[src/rtl/hbpg_regs.svh]
/*
 * timing, field and mode constants for the half-bridge pwm generator.
 * assumes a 100 mhz system clock; included by bare name.
 */
`ifndef HBPG_REGS_SVH
`define HBPG_REGS_SVH

`define HBPG_CLK_HZ          100000000
`define HBPG_CLK_PERIOD_NS   10
`define HBPG_FREQ_STEP_HZ    5000
`define HBPG_DT_STEP_NS      400
`define HBPG_DT_STEP_CYC     ((`HBPG_DT_STEP_NS + `HBPG_CLK_PERIOD_NS - 1) \
                              / `HBPG_CLK_PERIOD_NS)
`define HBPG_SW_W            6
`define HBPG_FSEL_LSB        0
`define HBPG_DSEL_LSB        3
`define HBPG_SEL_W           3
`define HBPG_SW_ALL_ON       6'h3f
`define HBPG_DUTY_CAP_SHIFT  6
`define HBPG_DEAD_W          9

`endif

[src/rtl/hbpg_pkg.sv]
/*
 * types for the half-bridge pwm generator.
 * assumes nothing beyond the constants header.
 */
package hbpg_pkg;

    typedef enum logic [1:0] {
        HBPG_STOPPED = 2'h0,
        HBPG_RUNNING = 2'h1,
        HBPG_SLEEP   = 2'h2
    } hbpg_mode_t;

endpackage : hbpg_pkg

[src/rtl/hbpg_edge_if.sv]
/*
 * link between the pwm core and one dead-time delay channel.
 * assumes both ends share sys_clk.
 */
`timescale 1ns/100ps
`include "hbpg_regs.svh"

interface hbpg_edge_if;
    logic                      raw;
    logic [`HBPG_DEAD_W-1:0]   dead_cyc;
    logic                      gated;

    modport gen (output raw, output dead_cyc, input  gated);
    modport dly (input  raw, input  dead_cyc, output gated);
endinterface : hbpg_edge_if

[src/rtl/hbpg_dead_edge.sv]
/*
 * one dead-time channel: holds off the rising edge of a drive pulse
 * by dead_cyc cycles; falling edges pass at once.
 * assumes raw and dead_cyc are on sys_clk.
 */
`timescale 1ns/100ps
`include "hbpg_regs.svh"

module hbpg_dead_edge (
    // clock and reset
    input  wire logic sys_clk,
    input  wire logic reset,
    // channel
    hbpg_edge_if.dly  ch
);

    logic [`HBPG_DEAD_W-1:0] age_r;
    logic [`HBPG_DEAD_W-1:0] age_nxt;

    always_comb begin
        if (!ch.raw) begin
            age_nxt = '0;
        end else if (age_r >= ch.dead_cyc) begin
            age_nxt = age_r;
        end else begin
            age_nxt = age_r + `HBPG_DEAD_W'(1);
        end
        // dead time eaten from the leading edge only
        ch.gated = ch.raw && (age_r >= ch.dead_cyc);
    end

    always_ff @(posedge sys_clk or posedge reset) begin
        if (reset) begin
            age_r <= '0;
        end else begin
            age_r <= age_nxt;
        end
    end

endmodule : hbpg_dead_edge

[src/rtl/hbpg_top.sv]
/*
 * half-bridge pwm generator with dead time, switch-bank setup, a duty
 * knob and external pass-through.
 * assumes button, switch, knob and external inputs are asynchronous
 * and already debounced; the knob is an adc code of the tap voltage.
 */
// Notes on behaviour
// - frequency selectable 5 khz to 40 khz in eight 5 khz steps.
// - dead time 0 to 2.8 us in 400 ns steps, zero allowed.
// - switches 0..2 pick frequency, switches 3..5 pick dead time.
// - all six switches on routes external drive inputs to outputs.
// - frequency and dead-time settings are latched only when generation starts.
// - switch changes while running, except all six on, wait for stop then restart.
// - duty follows knob code linearly, independent of frequency.
// - duty spans 0 percent up to about 98 percent of period.
// - dead time is cut from each pulse's leading edge.
// - each start/stop press outside sleep toggles running and stopped; a sleep press in the same cycle wins and enters sleep.
// - sleep press toggles sleep; reset restarts from initial state.
`timescale 1ns/100ps
`include "hbpg_regs.svh"

module hbpg_top #(
    parameter int CLK_HZ  = `HBPG_CLK_HZ,
    parameter int STEP_HZ = `HBPG_FREQ_STEP_HZ,
    parameter int KNOB_W  = 8,
    parameter int PER_W   = 15
) (
    // clock and reset
    input  wire logic                   sys_clk,
    input  wire logic                   reset,
    // push buttons, high while pressed
    input  wire logic                   start_stop_btn,
    input  wire logic                   sleep_btn,
    // setup switches and duty knob
    input  wire logic [`HBPG_SW_W-1:0]  timing_select_switch,
    input  wire logic [KNOB_W-1:0]      duty_knob,
    // external drive in
    input  wire logic                   ext_high_drive,
    input  wire logic                   ext_low_drive,
    // gate driver inputs
    output logic                        high_side_drive_in,
    output logic                        low_side_drive_in,
    // status
    output logic                        running,
    output logic                        sleep_mode,
    output logic                        external_mode
);

    localparam int SYN_W = 2 + `HBPG_SW_W + KNOB_W + 2;

    // two-flop synchroniser; s3 only feeds the press edge detectors
    logic [SYN_W-1:0] s1_r, s2_r;
    logic [1:0]       s3_r;

    always_ff @(posedge sys_clk or posedge reset) begin
        if (reset) begin
            s1_r <= '0;
            s2_r <= '0;
            s3_r <= '0;
        end else begin
            s1_r <= {start_stop_btn, sleep_btn, timing_select_switch,
                     duty_knob, ext_high_drive, ext_low_drive};
            s2_r <= s1_r;
            s3_r <= s2_r[SYN_W-1 -: 2];
        end
    end

    logic                  start_s, sleep_s, ext_hi_s, ext_lo_s;
    logic [`HBPG_SW_W-1:0] sw_s;
    logic [KNOB_W-1:0]     knob_s;
    logic                  start_press, sleep_press, sw_all_on;

    assign {start_s, sleep_s, sw_s, knob_s, ext_hi_s, ext_lo_s} = s2_r;
    assign start_press = start_s && !s3_r[1];
    assign sleep_press = sleep_s && !s3_r[0];
    assign sw_all_on   = (sw_s == `HBPG_SW_ALL_ON);

    function automatic logic [PER_W-1:0] period_of(
        input logic [`HBPG_SEL_W-1:0] code
    );
        // code k gives (k+1) * step frequency
        case (code)
            3'h0:    period_of = PER_W'(CLK_HZ / (STEP_HZ * 1));
            3'h1:    period_of = PER_W'(CLK_HZ / (STEP_HZ * 2));
            3'h2:    period_of = PER_W'(CLK_HZ / (STEP_HZ * 3));
            3'h3:    period_of = PER_W'(CLK_HZ / (STEP_HZ * 4));
            3'h4:    period_of = PER_W'(CLK_HZ / (STEP_HZ * 5));
            3'h5:    period_of = PER_W'(CLK_HZ / (STEP_HZ * 6));
            3'h6:    period_of = PER_W'(CLK_HZ / (STEP_HZ * 7));
            default: period_of = PER_W'(CLK_HZ / (STEP_HZ * 8));
        endcase
    endfunction : period_of

    // mode and latched setup
    hbpg_pkg::hbpg_mode_t          mode_r, mode_nxt;
    logic [`HBPG_SEL_W-1:0]        fsel_r, fsel_nxt;
    logic [`HBPG_SEL_W-1:0]        dsel_r, dsel_nxt;
    logic                          start_now;

    always_comb begin
        mode_nxt  = mode_r;
        fsel_nxt  = fsel_r;
        dsel_nxt  = dsel_r;
        start_now = 1'b0;
        case (mode_r)
            hbpg_pkg::HBPG_STOPPED: begin
                if (sleep_press) begin
                    mode_nxt = hbpg_pkg::HBPG_SLEEP;
                end else if (start_press) begin
                    mode_nxt  = hbpg_pkg::HBPG_RUNNING;
                    start_now = 1'b1;
                    // setup is taken here and nowhere else
                    fsel_nxt = sw_s[`HBPG_FSEL_LSB +: `HBPG_SEL_W];
                    dsel_nxt = sw_s[`HBPG_DSEL_LSB +: `HBPG_SEL_W];
                end
            end
            hbpg_pkg::HBPG_RUNNING: begin
                if (sleep_press) begin
                    mode_nxt = hbpg_pkg::HBPG_SLEEP;
                end else if (start_press) begin
                    mode_nxt = hbpg_pkg::HBPG_STOPPED;
                end
            end
            hbpg_pkg::HBPG_SLEEP: begin
                // wake to stopped so a stale setup never restarts silently
                if (sleep_press) begin
                    mode_nxt = hbpg_pkg::HBPG_STOPPED;
                end
            end
            default: mode_nxt = hbpg_pkg::HBPG_STOPPED;
        endcase
    end

    always_ff @(posedge sys_clk or posedge reset) begin
        if (reset) begin
            mode_r <= hbpg_pkg::HBPG_STOPPED;
            fsel_r <= '0;
            dsel_r <= '0;
        end else begin
            mode_r <= mode_nxt;
            fsel_r <= fsel_nxt;
            dsel_r <= dsel_nxt;
        end
    end

    // period counter and duty compare
    logic                         gen_on;
    logic [PER_W-1:0]             period, cnt_r, cnt_nxt, on_r, on_nxt;
    logic [PER_W-1:0]             period_ld;
    logic [PER_W+KNOB_W-1:0]      prod;
    logic [PER_W-1:0]             on_knob, on_cap;
    logic                         wrap;

    assign gen_on = (mode_r == hbpg_pkg::HBPG_RUNNING) && !sw_all_on;
    assign period = period_of(fsel_r);
    // duty is sized against the period about to run, so the first
    // period after start already uses the freshly latched code
    assign period_ld = period_of(fsel_nxt);

    always_comb begin
        prod    = (PER_W+KNOB_W)'(period_ld) * (PER_W+KNOB_W)'(knob_s);
        on_knob = prod[PER_W+KNOB_W-1:KNOB_W];
        on_cap  = period_ld - (period_ld >> `HBPG_DUTY_CAP_SHIFT);
        wrap    = (cnt_r >= period - PER_W'(1));
        cnt_nxt = (!gen_on || start_now || wrap) ? '0
                                                 : cnt_r + PER_W'(1);
        // while generating, duty moves only at a period boundary to avoid runt pulses
        on_nxt  = on_r;
        if (!gen_on || wrap) begin
            on_nxt = (on_knob > on_cap) ? on_cap : on_knob;
        end
    end

    always_ff @(posedge sys_clk or posedge reset) begin
        if (reset) begin
            cnt_r <= '0;
            on_r  <= '0;
        end else begin
            cnt_r <= cnt_nxt;
            on_r  <= on_nxt;
        end
    end

    // dead-time channels; zero dead time relies on external delay
    hbpg_edge_if hi_ch ();
    hbpg_edge_if lo_ch ();

    assign hi_ch.raw      = gen_on && (cnt_r < on_r);
    assign lo_ch.raw      = gen_on && !(cnt_r < on_r);
    assign hi_ch.dead_cyc = `HBPG_DEAD_W'(dsel_r)
                          * `HBPG_DEAD_W'(`HBPG_DT_STEP_CYC);
    assign lo_ch.dead_cyc = hi_ch.dead_cyc;

    hbpg_dead_edge u_hi_dead (
        .sys_clk (sys_clk),
        .reset   (reset),
        .ch      (hi_ch.dly)
    );

    hbpg_dead_edge u_lo_dead (
        .sys_clk (sys_clk),
        .reset   (reset),
        .ch      (lo_ch.dly)
    );

    // output stage
    logic hi_r, hi_nxt, lo_r, lo_nxt;

    always_comb begin
        if (sw_all_on) begin
            hi_nxt = ext_hi_s;
            lo_nxt = ext_lo_s;
        end else begin
            // belt and braces: the two can never be driven together
            hi_nxt = hi_ch.gated && !lo_ch.gated;
            lo_nxt = lo_ch.gated && !hi_ch.gated;
        end
    end

    always_ff @(posedge sys_clk or posedge reset) begin
        if (reset) begin
            hi_r <= 1'b0;
            lo_r <= 1'b0;
        end else begin
            hi_r <= hi_nxt;
            lo_r <= lo_nxt;
        end
    end

    assign high_side_drive_in = hi_r;
    assign low_side_drive_in  = lo_r;
    assign running            = (mode_r == hbpg_pkg::HBPG_RUNNING);
    assign sleep_mode         = (mode_r == hbpg_pkg::HBPG_SLEEP);
    assign external_mode      = sw_all_on;

endmodule : hbpg_top

[config.mk]
export PLATFORM = sky130hd
export DESIGN_NAME = hbpg_top
export DESIGN_NICKNAME = d
export VERILOG_FILES = /design/src/rtl/hbpg_pkg.sv /design/src/rtl/hbpg_edge_if.sv /design/src/rtl/hbpg_dead_edge.sv /design/src/rtl/hbpg_top.sv
export VERILOG_INCLUDE_DIRS = /design/src /design/src/rtl
export SDC_FILE = /design/constraint.sdc
export NUM_CORES = 1
export LEC_CHECK = 0
export ABC_AREA = 1
export BUFFER_PORTS_ARGS = -buffer_cell sky130_fd_sc_hd__buf_2
export CORE_MARGIN = 1
export CORE_UTILIZATION = 39
export CTS_BUF_LIST = sky130_fd_sc_hd__clkbuf_16
export DETAILED_ROUTE_END_ITERATION = 16
export HOLD_SLACK_MARGIN = 0.02
export PLACE_DENSITY = 0.58
export SYNTH_ARGS = -nofsm -noshare
export SYNTH_HDL_FRONTEND = slang
export SYNTH_SLANG_ARGS = --single-unit
[constraint.sdc]
create_clock -name sys_clk -period 6 [get_ports sys_clk]
set_input_delay 0.3 -clock sys_clk [delete_from_list [all_inputs] [get_ports sys_clk]]
set_output_delay 0.3 -clock sys_clk [all_outputs]
set_load 0.05 [all_outputs]
==> metrics.md <==
| Metric | Value |
|---|---|
| Initial antenna violation count | `0` |
| CTS root buf | `clkbuf_16` |
| Number of flops mapped to enable cells by yosys | `0` |
| Mapped Cells | `1147` |
| RSZ-0062 raised after global routing | `yes` |
| Initial DRT Pass Iterations | `5` |
| Min-delay worst type | `input port to flip-flop` |
| CP max stage cell | `fa_1` |
| Die height | `157 um` |
| WP data required | `6.23 ns` |
| Status | `complete, but fails checks` |
| Crit Reg-Reg Endpoint | `on_r[2]` |
| Max Slew Vio Count | `0` |
| Post-synth top area share | `0.257` |
| Relative slew slack | `0.346` |
| Syn Std Cell Area | `9350 um^2` |
| Clk pin slew, worst setup/hold paths | `0.07 ns` |
| Final Hold Viols | `0` |
| Max Cap Viol | `0` |
| Port Buffer Count | `24` |
| Yosys Warn Count | `0` |
| Worst R2R Path Depth | `34` |
| Final ANT Viol Nets | `0` |
| Layout cells sized above 1 | `0.264` |
| CTS tree | `yes` |
| Crit path max fanout | `7` |
| Final GP Congestion | `0.873` |
| # diodes | `0` |
| WL/cell | `14.8 um` |
| Layout Skew | `0.0177 ns` |
| Area Growth Syn to Fin | `30.4%` |
| Worst setup margin | `-0.590 ns` |
| Slowest Stage Delay on Critical Path | `0.56 ns` |
| Violated checks | `negative setup slack` |
| Die extent in x | `157 um` |
| Sequential share of the synthesized area | `0.257` |
| Post-Route Setup TNS | `-8.12 ns` |
| Tot GR Track Use | `0.215` |
| Top-count cell post-synth | `inv_1` |
| Synth top area cells | `dfrtp_1 (26%), fa_1 (17%), ha_1 (16%)` |
| Worst setup EP type | `flip-flop` |
| Hold WS | `0.0483 ns` |
| Area leader, netlist | `dfrtp_1` |
| I/O pins | `25` |
| Die area | `24600 um^2` |
| Post-Syn Nets | `1361` |
| Largest net degree at the start of global routing | `80` |
| Synth top cells by count | `inv_1 (215), nand2_1 (189), nor2_1 (155)` |
| Setup violators final | `15` |
| Starting Density | `0.398` |
| Area of the core | `23500 um^2` |
| Post-Route WL | `24800 um` |
| Global-route wire length before repair | `40500 um` |
| CTS Buf Count | `9` |
| Fmax | `152 MHz` |
| Vias | `8064` |
| Worst-skew pair later-pin latency | `0.36 ns` |
| Hold Crit Depth | `1` |
| CTS Sinks | `96` |
| CP Class | `flip-flop to flip-flop` |
| Fillers | `2233` |
| Vias in the first global route | `8258` |
| Worst setup path startpoint | `mode_r[0]` |
| Worst setup endpoint | `on_r[2]` |
| Synth Flop Type | `dfrtp_1` |
| Fin util | `0.520` |
| Vias per cell | `4.83` |
| FF-to-FF setup slack | `-0.59 ns` |
| Seq cells post-synth | `96` |
| H-tree levels | `3` |
| Syn Area/Cell | `8.15 um^2` |
| Total gr overflow | `0` |
| Row cnt | `56` |
| RR Startpoint | `mode_r[0]` |
| Worst Setup Start Kind | `flip-flop` |
| Crit path top cell by count | `nand2_1` |
| Dpl ws | `-0.670 ns` |
| Post-route DRC | `0` |
| # nets final | `1559` |
| Asr flop ratio synth | `1.00` |
| DR iter-0 viols | `421` |
| Crit path arrival time | `6.82 ns` |
| Final min period | `6.59 ns` |
| Tcrit/Tclk final | `1.10` |
| Worst Max-Slew Pin Slew | `0.981 ns` |
| CTS Buffer Depth | `2` |
| Post-DP HPWL | `19900 um` |
| Post-synth cell types | `43` |
[through the flow]
stage / area, um^2 / cells
floorplan: 9670 / 1147
global placement: 11100 / 1611
detailed placement: 11100 / 1611
CTS: 12000 / 1664
global route: 12200 / 1669
finish: 12200 / 1669
[cells by family (layout without fill, tap and decap cells)]
kind of cell / Yosys count / in the layout / share of synthesized area
buffers and inverters: 237 / 439 / 0.0971
AND/OR/NAND/NOR: 463 / 464 / 0.217
adder cells (fa/ha/maj): 194 / 194 / 0.322
XOR/XNOR: 34 / 34 / 0.0318
AO/OA/AOI/OAI: 122 / 122 / 0.0740
multiplexers: 1 / 1 / 0.00120
flip-flops: 96 / 96 / 0.257
[worst max-delay path, delay by kind of cell, from the launching register on]
family / cells / cell delay, ns
DFF: 1 / 0.41
buffers and inverters: 10 / 0.84
and+or+nand+nor: 13 / 1.81
AOI/OAI and AO/OA: 4 / 0.48
adders and majority gates: 7 / 2.93
[worst min path at each step]
stage                        start  endpoint
floorplan                  s1_r[0]   s2_r[0]
global placement             reset   s1_r[9]
detailed placement           reset   s1_r[9]
CTS                   duty_knob[7]   s1_r[9]
global route        ext_high_drive   s1_r[1]
finish                duty_knob[1]   s1_r[3]
[flip-flops by register name (all words and copies together) (netlist names)]
register	count
cnt_r	15
dsel_r	3
fsel_r	3
high_side_drive_in	1
low_side_drive_in	1
mode_r	2
on_r	15
s1_r	18
s2_r	18
s3_r	2
u_hi_dead.age_r	9
u_lo_dead.age_r	9
[cells in the final DEF, fill, tap and decap left out, types with 8 or more instances in the layout]
cell       count
a21oi_2       12
nor2_2        20
nor3b_1        8
a21oi_1       45
ha_1          99
nand3_1       41
dfrtp_1       96
nand2_1      173
clkbuf_16     10
nand2_2       16
inv_2         13
ha_4          15
fa_1          78
o21ai_0       24
nor3_1        12
buf_2         24
xor2_1        25
nand4_1       25
inv_1        198
buf_4        165
nand3_2        8
nor2_1       125
nor2_4        14
[cell type report]
cell class,instances,area (um^2),share of cell area
clock buffer,9,225,0.0185
clock inverter,7,101,0.00831
inverter,221,857,0.0703
multi-input combinational,815,6650,0.546
sequential,96,2400,0.197
tap,319,399,0.0327
timing repair buffer,202,1560,0.128
[layer usage]
metal  vias up  share of wire  global-route usage
li1       4011              -                   -
met1      3865           0.43               0.262
met2       147           0.50               0.382
met3        41          0.040              0.0318
met4         0          0.027              0.0803
met5         -              0                   0
[repair_timing]
item	in CTS	in global routing
gates cloned	1	1
pin swaps	45	45
hold buffers	1	0
endpoints found under the setup margin	15	15
setup buffers	35	4
hold endpoints to repair	17	0
gates resized for setup	49	44
Power is left out: the tool's default activity adds up to more than one toggle a clock period on the data nets, which glitch-free logic cannot reach.
